## src/logic/sclkg_pkg.sv

```systemverilog
// Package of constants and types for the system clock generation unit
// What this block does
// - Source clock picked from four flash-configured oscillators
// - Crystal has low, medium and high speed settings
// - External clock input works from stopped to 12 MHz
// - External clock mode frees crystal out pin
// - CPU clock divides source by up to 256
// - Divider rewrite takes effect without stalling execution
// - Machine cycle equals two CPU clock cycles
// - Peripheral clock runs at half CPU clock
// - Crystal sources wait 992 cycles plus fixed delay
// - Other sources wait 224 cycles plus fixed delay
// - Clock out only when crystal is unused
// - Clock out driven only while enable bit set
// - Clock out toggles at half CPU clock
// - Six-bit trim field, factory value, software writable
// - Low power select clears on reset, set if slow
// - Only power-on reset reloads the trim field
package sclkg_pkg;

   // Register byte offsets
   localparam logic [7:0] SCLKG_CTRL_OFS   = 8'h00;
   localparam logic [7:0] SCLKG_DIV_OFS    = 8'h04;
   localparam logic [7:0] SCLKG_TRIM_OFS   = 8'h08;
   localparam logic [7:0] SCLKG_AUX_OFS    = 8'h0c;
   localparam logic [7:0] SCLKG_STAT_OFS   = 8'h10;

   // Field positions
   localparam int SCLKG_TRIM_CLOCK_OUT_ENABLE_BIT = 6;
   localparam int SCLKG_AUX_LP_BIT     = 7;
   localparam int SCLKG_CTRL_PD_BIT    = 0;

   // Reset values
   localparam logic [7:0] SCLKG_DIV_RST = 8'h00;
   localparam logic [5:0] SCLKG_TRIM_FACTORY = 6'h20;  // Arbitrary value

   // Wake-up counts in source clock cycles
   localparam logic [9:0] SCLKG_WAKE_XTAL = 10'h3e0;
   localparam logic [9:0] SCLKG_WAKE_OTHER = 10'h0e0;

   // Fixed wake-up interval, least time, in ns, and its cycle count
   localparam int SCLKG_FIX_NS     = 60000;
   localparam int SCLKG_CLK_NS     = 4;
   localparam int SCLKG_FIX_CYC    = (SCLKG_FIX_NS + SCLKG_CLK_NS - 1)
                                     / SCLKG_CLK_NS;

   // AXI responses
   localparam logic [1:0] SCLKG_RESP_OK  = 2'b00;
   localparam logic [1:0] SCLKG_RESP_ERR = 2'b10;

   // Source selection from flash configuration
   typedef enum logic [2:0] {
      SCLKG_SRC_WDOG,
      SCLKG_SRC_RC,
      SCLKG_SRC_XTAL_LOW,
      SCLKG_SRC_XTAL_MED,
      SCLKG_SRC_XTAL_HIGH,
      SCLKG_SRC_EXT
   } sclkg_src_t;

   // Wake-up sequencer states
   typedef enum logic [1:0] {
      SCLKG_W_COUNT,
      SCLKG_W_FIXED,
      SCLKG_W_RUN,
      SCLKG_W_DOWN
   } sclkg_wst_t;

   // Raw oscillator inputs travelling together
   typedef struct packed {
      logic wdog;
      logic rc;
      logic xtal;
      logic ext;
   } sclkg_osc_t;

   // Full state of the block
   typedef struct packed {
      sclkg_wst_t  wst;
      logic [9:0]  wcnt;
      logic [15:0] fcnt;
      logic [7:0]  div;
      logic [7:0]  dcnt;
      logic        src_q;
      logic        tick;
      logic        cpu_en;
      logic        cpu_core_clock;
      logic        pclk;
      logic        cout;
      logic        cout_oe;
      logic [5:0]  trim;
      logic        clock_out_enable;
      logic        lp;
      logic        pd;
      logic        awv;
      logic [7:0]  awa;
      logic        wv;
      logic [31:0] wd;
      logic        bvalid;
      logic [1:0]  bresp;
      logic        rvalid;
      logic [31:0] rdata;
      logic [1:0]  rresp;
   } sclkg_state_t;

endpackage

```

## src/logic/sclkg_top.sv

```systemverilog
// Top module of the system clock generation unit
`timescale 1ns/1ns
module sclkg_top
   import sclkg_pkg::*;
#(
   parameter int FIX_CYC = SCLKG_FIX_CYC
) (
   input  wire logic        CORE_CLK,
   input  wire logic        RST_N,
   input  wire logic        POR_N,
   input  wire sclkg_src_t  SRC_SEL,
   input  wire logic        RTC_ON_XTAL,
   input  wire sclkg_osc_t  OSC_IN,
   input  wire logic        PORT_OUT_VAL,
   input  wire logic        PORT_OUT_EN,
   output logic             CPU_CORE_CLK,
   output logic             PERIPH_CLK,
   output logic             CLK_RUN,
   output logic             CRYSTAL_OUT_PIN_O,
   output logic             CRYSTAL_OUT_PIN_OE,
   output logic [5:0]       RC_TRIM,
   output logic             LOW_POWER_CLOCK_SELECT,
   input  wire logic [7:0]  AWADDR,
   input  wire logic        AWVALID,
   output logic             AWREADY,
   input  wire logic [31:0] WDATA,
   input  wire logic [3:0]  WSTRB,
   input  wire logic        WVALID,
   output logic             WREADY,
   output logic [1:0]       BRESP,
   output logic             BVALID,
   input  wire logic        BREADY,
   input  wire logic [7:0]  ARADDR,
   input  wire logic        ARVALID,
   output logic             ARREADY,
   output logic [31:0]      RDATA,
   output logic [1:0]       RRESP,
   output logic             RVALID,
   input  wire logic        RREADY
);

   // Register map, one aligned word each:
   //   0x00 control: bit 0 requests power-down
   //   0x04 divider: CPU clock is source over setting plus one
   //   0x08 trim: bits 5:0 trim code, bit 6 clock out enable
   //   0x0c auxiliary: bit 7 low power clock select
   //   0x10 status: bit 0 running, bits 5:4 wake-up phase
   // Unmapped words read zero and answer with a slave error; writes
   // to them are dropped.
   // All clocks leave as registered levels on the core clock: the CPU
   // clock, the peripheral clock at half its rate and the optional
   // clock out on the crystal output pin.

   ////////////////////////////////////////////////////////////////////////////
   // Helpers

   // True for any of the three crystal settings
   // Used by the wake-up count and by the pin ownership logic
   function automatic logic is_xtal(input sclkg_src_t s);
      is_xtal = (s == SCLKG_SRC_XTAL_LOW) || (s == SCLKG_SRC_XTAL_MED) ||
                (s == SCLKG_SRC_XTAL_HIGH);
   endfunction

   // Known register offset
   // Shared by the read and the write decoder
   function automatic logic mapped(input logic [7:0] a);
      mapped = (a == SCLKG_CTRL_OFS) || (a == SCLKG_DIV_OFS) ||
               (a == SCLKG_TRIM_OFS) || (a == SCLKG_AUX_OFS) ||
               (a == SCLKG_STAT_OFS);
   endfunction

   ////////////////////////////////////////////////////////////////////////////
   // State

   // Everything but the trim field lives in one registered struct;
   // the trim field has its own register because only a power-on
   // reset may load it
   sclkg_state_t s_q;         // Registered state
   sclkg_state_t s_d;         // Next state
   logic [5:0]   trim_q;      // Trim field, power-on reset only
   logic [5:0]   trim_d;      // Next trim
   logic         src_raw;     // Selected oscillator level
   logic         src_rise;    // Source clock rising edge
   logic         aw_go;       // Write address taken
   logic         w_go;        // Write data taken
   logic         ar_go;       // Read address taken
   logic         do_wr;       // Write commits this cycle
   logic [31:0]  wval;        // Write value
   logic [7:0]   waddr;       // Write address

   ////////////////////////////////////////////////////////////////////////////
   // Source selection; sources are sampled as synchronous levels

   // Pick one of four oscillators from configuration
   always_comb begin
      case (SRC_SEL)
         SCLKG_SRC_WDOG:      src_raw = OSC_IN.wdog;
         SCLKG_SRC_RC:        src_raw = OSC_IN.rc;
         SCLKG_SRC_XTAL_LOW,
         SCLKG_SRC_XTAL_MED,
         SCLKG_SRC_XTAL_HIGH: src_raw = OSC_IN.xtal;
         SCLKG_SRC_EXT:       src_raw = OSC_IN.ext;
         // Codes 6 and 7 are unused and fall back to the RC source
         default:             src_raw = OSC_IN.rc;
      endcase
   end

   // Edge only when source moves, so a stopped input freezes the wake-up edge count and the divider
   assign src_rise = src_raw && !s_q.src_q;

   // Bus handshakes: a channel is taken when valid meets ready; the
   // write commits once address and data are both present and no
   // response is still waiting for the master
   assign aw_go = AWVALID && !s_q.awv && !s_q.bvalid;
   assign w_go  = WVALID && !s_q.wv && !s_q.bvalid;
   assign ar_go = ARVALID && !s_q.rvalid;
   assign do_wr = (s_q.awv || aw_go) && (s_q.wv || w_go) && !s_q.bvalid;
   assign wval  = s_q.wv ? s_q.wd : WDATA;
   assign waddr = s_q.awv ? s_q.awa : AWADDR;

   ////////////////////////////////////////////////////////////////////////////
   // Next-state logic

   always_comb begin
      // Hold everything by default and track the source level
      s_d = s_q;
      trim_d = trim_q;
      s_d.src_q = src_raw;
      s_d.tick = 1'b0;

      // Wake-up: after any reset and on leaving power-down, count
      // source rising edges, then a fixed number of core cycles, and
      // only then let the CPU clock run; crystals get the longer count
      // because they take longer to settle
      // Wake-up sequencer
      case (s_q.wst)
         // Count source edges; a stopped source holds the count
         SCLKG_W_COUNT: begin
            if (src_rise) begin
               if (s_q.wcnt == (is_xtal(SRC_SEL) ? SCLKG_WAKE_XTAL - 10'd1
                                : SCLKG_WAKE_OTHER - 10'd1)) begin
                  s_d.wst = SCLKG_W_FIXED;
                  s_d.fcnt = 16'h0000;
               end else begin
                  s_d.wcnt = s_q.wcnt + 10'd1;
               end
            end
         end

         // Fixed settling interval in core cycles
         SCLKG_W_FIXED: begin
            if (s_q.fcnt == 16'(FIX_CYC - 1)) begin
               s_d.wst = SCLKG_W_RUN;
            end else begin
               s_d.fcnt = s_q.fcnt + 16'h0001;
            end
         end

         // Running until software asks for power-down
         SCLKG_W_RUN: begin
            if (s_q.pd) begin
               s_d.wst = SCLKG_W_DOWN;   // Enter power-down
            end
         end

         // Clocks stopped until the request is withdrawn
         SCLKG_W_DOWN: begin
            if (!s_q.pd) begin
               s_d.wst = SCLKG_W_COUNT;  // Exit restarts delay
               s_d.wcnt = 10'h000;
            end
         end
         // Unreachable codes go back to edge counting; the edge count keeps its value
         default: s_d.wst = SCLKG_W_COUNT;
      endcase
      s_d.cpu_en = (s_d.wst == SCLKG_W_RUN);

      // The tick is the CPU clock edge; it also paces the peripheral
      // clock and the machine-cycle phase
      // Divider: tick every div+1 source edges
      if (s_q.cpu_en && src_rise) begin
         // Compare with >= so a setting lowered below the running count
         // ends the period at the next edge instead of wrapping round
         if (s_q.dcnt >= s_q.div) begin   // Acts at once
            s_d.dcnt = 8'h00;
            s_d.tick = 1'b1;
         end else begin
            // Count this edge toward the next tick
            s_d.dcnt = s_q.dcnt + 8'h01;
         end
      end

      // CPU clock: undivided follows source, else pulse per tick
      if (!s_q.cpu_en) begin
         s_d.cpu_core_clock = 1'b0;                // Gated until wake-up is done
      end else if (s_q.div == 8'h00) begin
         // Setting zero: the source itself, one core cycle late
         s_d.cpu_core_clock = src_raw;
      end else begin
         // Otherwise one core-cycle pulse per tick, evenly spaced
         s_d.cpu_core_clock = s_d.tick;
      end

      // Peripheral clock at half the CPU clock
      if (s_d.tick) begin
         s_d.pclk = !s_q.pclk;   // Also the machine-cycle phase
      end
      // Held low while gated, so it restarts in a known phase
      if (!s_q.cpu_en) begin
         s_d.pclk = 1'b0;
      end

      // Pin drive: clock out only if crystal unused
      // The real-time clock's crystal needs the pin as well, so while
      // it runs the pin is neither clock out nor an ordinary port pin
      if (!is_xtal(SRC_SEL) && !RTC_ON_XTAL && s_q.clock_out_enable) begin
         s_d.cout = s_d.pclk;            // Half CPU rate
         s_d.cout_oe = 1'b1;
      end else if (!RTC_ON_XTAL && (SRC_SEL == SCLKG_SRC_EXT ||
                   SRC_SEL == SCLKG_SRC_RC ||
                   SRC_SEL == SCLKG_SRC_WDOG)) begin
         s_d.cout = PORT_OUT_VAL;        // Ordinary port pin
         s_d.cout_oe = PORT_OUT_EN;
      end else begin
         s_d.cout = 1'b0;                // Crystal owns the pin
         s_d.cout_oe = 1'b0;
      end

      // Write channel capture; address and data may arrive in either
      // order and each waits here for its partner
      if (aw_go) begin
         s_d.awv = 1'b1;
         s_d.awa = AWADDR;
      end
      if (w_go) begin
         s_d.wv = 1'b1;
         s_d.wd = WDATA;
      end
      // Commit once both halves are present; the response stands
      // until the master takes it
      if (do_wr) begin
         s_d.awv = 1'b0;
         s_d.wv = 1'b0;
         s_d.bvalid = 1'b1;
         s_d.bresp = mapped(waddr) ? SCLKG_RESP_OK : SCLKG_RESP_ERR;
         // Register bits all sit in the lowest byte lane
         if (WSTRB[0] || s_q.wv) begin
            case (waddr)
               SCLKG_CTRL_OFS: s_d.pd = wval[SCLKG_CTRL_PD_BIT];
               SCLKG_DIV_OFS:  s_d.div = wval[7:0];
               // Trim code and clock out enable share one word
               SCLKG_TRIM_OFS: begin
                  trim_d = wval[5:0];
                  s_d.clock_out_enable = wval[SCLKG_TRIM_CLOCK_OUT_ENABLE_BIT];
               end
               SCLKG_AUX_OFS:  s_d.lp = wval[SCLKG_AUX_LP_BIT];
               default: ;
            endcase
         end
      end else if (s_q.bvalid && BREADY) begin
         // Response taken by the master
         s_d.bvalid = 1'b0;
      end

      // Read channel; a read has no side effect, and its data stands
      // until the master takes it
      if (ar_go) begin
         s_d.rvalid = 1'b1;
         s_d.rresp = mapped(ARADDR) ? SCLKG_RESP_OK : SCLKG_RESP_ERR;
         case (ARADDR)
            SCLKG_CTRL_OFS: s_d.rdata = {31'h0, s_q.pd};
            SCLKG_DIV_OFS:  s_d.rdata = {24'h0, s_q.div};
            SCLKG_TRIM_OFS: s_d.rdata = {25'h0, s_q.clock_out_enable, trim_q};
            SCLKG_AUX_OFS:  s_d.rdata = {24'h0, s_q.lp, 7'h00};
            // Status shows the wake-up phase for software to poll
            SCLKG_STAT_OFS: s_d.rdata = {26'h0, s_q.wst, 3'h0,
                                         s_q.cpu_en};
            default:        s_d.rdata = 32'h0000_0000;
         endcase
      end else if (s_q.rvalid && RREADY) begin
         s_d.rvalid = 1'b0;
      end
   end

   ////////////////////////////////////////////////////////////////////////////
   // Registers

   // Main state; every reset clears low power select
   // Any reset also gates the clocks and restarts the wake-up count
   always_ff @(posedge CORE_CLK or negedge RST_N) begin
      if (!RST_N) begin
         // Divider setting, bus flags and pin drive all start clear
         s_q <= '0;
         s_q.wst <= SCLKG_W_COUNT;
         s_q.div <= SCLKG_DIV_RST;
      end else begin
         s_q <= s_d;
      end
   end

   // Trim survives all but power-on reset
   // Watchdog, software and external resets leave the trim alone
   always_ff @(posedge CORE_CLK or negedge POR_N) begin
      if (!POR_N) begin
         trim_q <= SCLKG_TRIM_FACTORY;
      end else begin
         trim_q <= trim_d;
      end
   end

   ////////////////////////////////////////////////////////////////////////////
   // Outputs, all from flip-flops

   assign CPU_CORE_CLK           = s_q.cpu_core_clock;
   assign PERIPH_CLK             = s_q.pclk;
   assign CLK_RUN                = s_q.cpu_en;
   assign CRYSTAL_OUT_PIN_O      = s_q.cout;
   assign CRYSTAL_OUT_PIN_OE     = s_q.cout_oe;
   assign RC_TRIM                = trim_q;
   assign LOW_POWER_CLOCK_SELECT = s_q.lp;
   // Ready is refused while a half is held or a response is pending
   assign AWREADY                = !s_q.awv && !s_q.bvalid;
   assign WREADY                 = !s_q.wv && !s_q.bvalid;
   assign BVALID                 = s_q.bvalid;
   assign BRESP                  = s_q.bresp;
   assign ARREADY                = !s_q.rvalid;
   assign RVALID                 = s_q.rvalid;
   assign RDATA                  = s_q.rdata;
   assign RRESP                  = s_q.rresp;

endmodule

```

## config.mk

```make
export PLATFORM = sky130hd
export DESIGN_NAME = sclkg_top
export DESIGN_NICKNAME = d
export VERILOG_FILES = /design/src/logic/sclkg_pkg.sv /design/src/logic/sclkg_top.sv
export SDC_FILE = /design/constraint.sdc
export NUM_CORES = 1
export LEC_CHECK = 0
export BUFFER_PORTS_ARGS = -buffer_cell sky130_fd_sc_hd__buf_2
export CAP_MARGIN = 10
export CORE_MARGIN = 5
export CORE_UTILIZATION = 34
export DETAILED_ROUTE_END_ITERATION = 10
export SYNTH_ARGS = -nofsm -noshare
export SYNTH_HDL_FRONTEND = slang
export SYNTH_SLANG_ARGS = --single-unit
```

## constraint.sdc

```tcl
create_clock -name CORE_CLK -period 3.35 [get_ports CORE_CLK]
set_input_delay 0.335 -clock CORE_CLK [delete_from_list [all_inputs] [get_ports CORE_CLK]]
set_output_delay 0.335 -clock CORE_CLK [all_outputs]
set_load 0.01 [all_outputs]
```

==> metrics.cfg, run 1 <==
[status]
status=complete, no violations

[floorplanning]
initial_core_util_pct=34.9
ios=123
dieArea_mm2=0.0175
die_width_um=132
fp.dieH_um=132
core_area_mm2=0.0146
rows=44

[finish]
largest_register_ffs=65
regMostFlops=s_q
nFillCells=1403
insertedDiodeCount=0
multi_input_area_mm2=0.00254
seqCellArea_mm2=0.00223
drive_above_1_share_pct=25.3
nets=641
area_growth_pct=13.0

[grt]
grt_pass1_wl_mm=19.3
antenna_found_initial=0
grt_start_max_net_pins=40
track_usage_pct=12.9
grt_overflow=0
grt_pass1_vias=3923

[route]
wirelength_mm=11.2
drt_iter0_markers=184
route.detailed.drc=0
first_pass_iters=4
postRouteAntennaNets=0
drt-vias-per-instance=5.17
routedWlPerCell_um=15.0
routed-via-count=3870

[logic_synthesis]
post-synth-top-count-cell=dfrtp_1
synthTopCellsByArea=dfrtp_1 43%, mux2_2 9.7%, buf_4 5.3%, a22o_1 3.1%, mux2i_1 2.8%
synthTopCellsByCount=88 x dfrtp_1, 44 x mux2_2, 36 x buf_4
synth_cell_types=58
synth_seq_cells=89
synth_cells=500
syn_area_per_cell_um2=10.2
synth_top_cell_by_area=dfrtp_1
synth-edff-count=0
async_reset_ff_share_pct=100
yosysSeqAreaShare_pct=43.8
syn_area_mm2=0.00509
synth_top_flop_cell=dfrtp_1
synth_warnings=0
synth_top_cell_area_share_pct=43.3

[sta]
rsz0062_at_grt=false
max_slew_margin_pct=26.9
hold_viol_final=0
layout_setup_ws_ns=0.736
worst_pin_slew_ns=1.09
fin_skew_ns=0.00671
fmaxAchievable_mhz=383
holdWs_ns=0.179
final_max_slew_viol_count=0
min_period_over_period_pct=78.0
post-route-min-period_ns=2.61
setup_violations=0
tns_ns=0

[hold_path]
min_path_type=in -> reg

[clock_tree]
cts_resized=0
clk_pin_slew_ns=0.07
root_buffer=clkbuf_16
clkSinkCount=89
h-tree-depth=3
cts_tree=done
clk_latency_ns=0.33
cts_buffers=9
clk_path_buf_depth=2

[placed_design]
pre_cts_ws_ns=0.669
gp_congestion=0.778
port_buffers=69
place_hpwl_mm=8.53

[setup_path]
critPathSlowestCell=o31ai_1
critPathRequiredTime_ns=3.57
path_cells=inv_1 > ha_1 > nand4_1 > o31ai_1 > nor2_1 > mux2_2
worst-setup-path-type=reg -> reg
cp.arrival_ns=2.83
worst_path_largest_cell_delay_ns=0.91
endpoint_kind=flip-flop
crit_buf_inv=1
crit_family=compound AO/OA/AOI/OAI gates
path_max_fanout=10
start_kind=flip-flop

[pwr]
leakage_nw=2.65
power_density_mw_per_mm2=644
peakVddDrop_v=0.000234

[job]
timing.max_cap.violations=0

per-stage QoR:
step	utilization, %	std cells	total power (W)	instance area [um2]
4_1_cts	39.4	749	0.00374	5750
5_1_grt	39.4	749	0.00397	5750
3_3_place_gp	37.3	731	0.00271	5450
6_report	39.4	749	0.00370	5750
2_1_floorplan	-	525	0.00247	5180
3_5_place_dp	37.3	731	0.00277	5450
what timing repair did:
action                    4_1_cts  5_1_grt
buffers inserted                0        0
hold endpoints to repair       33        0
hold buffers                    2        0
report_power, final:
| part | switching [W] | internal [W] |
|---|---|---|
| clock | 0.000421 | 0.000527 |
| sequential | 0.000321 | 0.00136 |
| combinational | 0.000544 | 0.000530 |
| total | 0.00129 | 0.00241 |
logic make-up (layout without fill, tap and decap cells):
| family | after synthesis | count (layout) | synth area share, % |
|---|---|---|---|
| AO/OA/AOI/OAI | 105 | 105 | 14.5 |
| XOR/XNOR | 2 | 2 | 0.344 |
| adder cells (fa/ha/maj) | 11 | 11 | 2.71 |
| buffers and inverters | 70 | 110 | 8.02 |
| flip-flops | 89 | 89 | 43.8 |
| multiplexers | 58 | 58 | 12.5 |
| other | 1 | 26 | 0.0737 |
| AND/OR/NAND/NOR | 164 | 164 | 18.0 |
layout make-up:
cell class	instances	share of cell area (%)
Multi-Input combinational cell	366	44.3
Sequential cell	89	38.8
Timing Repair Buffer	74	6.79
Clock buffer	11	4.22
Tap cell	184	4.01
Inverter	20	1.31
Clock inverter	5	0.653
path summary, 6_finish.rpt:
kind / slack [ns] / startpoint / cells after the start / endpoint
hold / removal: 0.18 / RREADY / 2 / RVALID
max in group asynchronous: 2.09 / RST_N / 3 / s_q[125]
setup / recovery: 0.74 / s_q[111] / 6 / s_q[96]
min in group asynchronous: 0.35 / POR_N / 2 / RC_TRIM[2]
hold reg to reg: 0.48 / RDATA[5] / 2 / RDATA[5]
setup reg to reg: 0.74 / s_q[111] / 6 / s_q[96]
routing by layer:
layer / track usage [%] / vias up / share of wire [%]
met1: 17.0 / 1906 / 45
met4: 3.62 / 0 / 1.0
li1: - / 1892 / -
met2: 21.5 / 66 / 50
met3: 2.82 / 6 / 4.1
met5: 0 / - / 0
worst register-to-register path, stage by stage (launching register included):
cell     delay, ns
dfrtp_1       0.40
inv_1         0.08
ha_1          0.32
nand4_1       0.09
o31ai_1       0.91
nor2_1        0.35
mux2_2        0.36
layout by cell type (no fill, tap or decap), drive strengths merged, types with 13 or more instances in the layout:
master  count
nand2      35
dfrtp      88
mux2i      14
nor2       23
o21ai      21
mux2       44
conb       26
inv        21
a21oi      24
nand3      13
nor2b      18
buf        72
a22o       18
Note: power is estimated with default switching activity, not from simulation.
==> inputs of run 2 (changes only) <==
==> constraint.sdc (replaced) <==
create_clock -name CORE_CLK -period 2.64 [get_ports CORE_CLK]
set_input_delay 0.264 -clock CORE_CLK [delete_from_list [all_inputs] [get_ports CORE_CLK]]
set_output_delay 0.264 -clock CORE_CLK [all_outputs]
set_load 0.01 [all_outputs]
==> run 2 against run 1 <==
Against the previous run: cell count grew 0.67%; register-to-register slack lost 0.39 ns; fmax grew 14%; global-route usage is essentially flat; clock skew grew 0.0013 ns; highest routed layer unchanged; die area is the same; via count grew 1.7%; routed wire length grew 0.93%; utilization grew 0.57 points; non-clock buffer count grew 5.
==> metrics.cfg, run 2 (synthesized netlist as in run 1, its figures left out) <==
[status]
status=complete, no violations

[setup_path]
start_kind=flip-flop
worst-setup-path-type=reg -> reg
path_max_fanout=14
critPathSlowestCell=dfrtp_1
cp.arrival_ns=2.51
critPathRequiredTime_ns=2.86
worst_path_largest_cell_delay_ns=0.51
endpoint_kind=flip-flop
path_cells=nor4_1 > a22oi_1 > nor4_2 > nand2_1 > mux2_2

[grt]
track_usage_pct=12.9
grt_start_max_net_pins=84
antenna_found_initial=0
grt_pass1_vias=3976
grt_overflow=0
grt_pass1_wl_mm=19.2

[sta]
post-route-min-period_ns=2.29
min_period_over_period_pct=86.7
setup_violations=0
tns_ns=0
hold_viol_final=0
final_max_slew_viol_count=0
worst_pin_slew_ns=0.800
fmaxAchievable_mhz=437
max_slew_margin_pct=46.2
fin_skew_ns=0.00801
rsz0062_at_grt=false

[finish]
area_growth_pct=14.6
insertedDiodeCount=0
layout_commonest_cell=dfrtp_1
seqCellArea_mm2=0.00223
stdcell_count=754
regMostFlops=s_q
largest_register_ffs=65
nFillCells=1415
drive_above_1_share_pct=26.0
multi_input_area_mm2=0.00255
final_core_util_pct=40.0
nets=646
mostFrequentLayoutCells=88 x dfrtp_1, 68 x buf_2, 44 x mux2_2

[clock_tree]
clkSinkCount=89
post_cts_buffers=0
cts_buffers=9
clk_latency_ns=0.34
clk_pin_slew_ns=0.07
cts_tree=done
clk_path_buf_depth=2
root_buffer=clkbuf_16
h-tree-depth=3

[pwr]
power_density_mw_per_mm2=832
peakVddDrop_v=0.000410
leakage_nw=2.69
power.total_w=0.00485

[floorplanning]
ios=123
fp.dieH_um=132
core_area_mm2=0.0146
die_width_um=132
initial_core_util_pct=34.9
dieArea_mm2=0.0175
rows=44

[placed_design]
gp_congestion=0.768
port_buffers=69
dp.cells=736
place_hpwl_mm=8.45

[route]
wirelength_mm=11.3
routedWlPerCell_um=15.0
drt-vias-per-instance=5.22
route.detailed.drc=0
first_pass_iters=4
postRouteAntennaNets=0
routed-via-count=3937
drt_iter0_markers=214

[hold_path]
min_path_type=in -> reg

[job]
timing.max_cap.violations=0

## run 2: critical path, delay by kind of cell, from the launching register on
family           cells  cell delay [ns]
AND/OR/NAND/NOR      3             1.11
multiplexers         1             0.36
AO/OA/AOI/OAI        1             0.18
flip-flops           1             0.51
## run 2: metrics by stage
stage                     setup slack, ns  cell area [um2]  hold WS, ns
after CTS                           0.190             5820       0.0879
after detailed placement            0.201             5500       0.0979
final                               0.351             5830       0.0961
after global routing               0.0785             5830       0.0860
after floorplan                     0.522             5180      -0.0316
after global placement              0.218             5500       0.0924
## run 2: layer usage
metal	global-route usage (%)	part of all wire (%)
met3	2.71	4.2
met4	4.69	1.8
met2	21.8	49
met5	0	0
met1	16.2	45
## run 2: layout make-up
class / instances / area share (%)
Multi-Input combinational cell: 366 / 43.8
Sequential cell: 89 / 38.2
Timing Repair Buffer: 79 / 7.55
Tap cell: 184 / 3.95
Clock buffer: 10 / 3.93
Clock inverter: 6 / 1.29
Inverter: 20 / 1.29
## run 2: final timing paths
check,start,end,slack (ns),cells after the start
min in group asynchronous,POR_N,RC_TRIM[2],0.27,2
hold reg to reg,BRESP[1],BRESP[1],0.48,2
setup / recovery,s_q[79],s_q[111],0.35,5
max in group asynchronous,RST_N,s_q[78],1.80,3
hold / removal,BREADY,BVALID,0.1,2
setup reg to reg,s_q[79],s_q[111],0.35,5
## run 2: timing repair
| action | 4_1_cts | 5_1_grt |
|---|---|---|
| hold buffers | 2 | 0 |
| gates resized for setup | 0 | 1 |
| hold endpoints to repair | 89 | 0 |
| setup endpoints to repair | 0 | 1 |
## run 2: power breakdown
part,switching [W],internal (W),total [W]
clock network,0.000570,0.000750,0.00132
logic,0.000732,0.000706,0.00144
registers,0.000370,0.00172,0.00209
total,0.00167,0.00318,0.00485
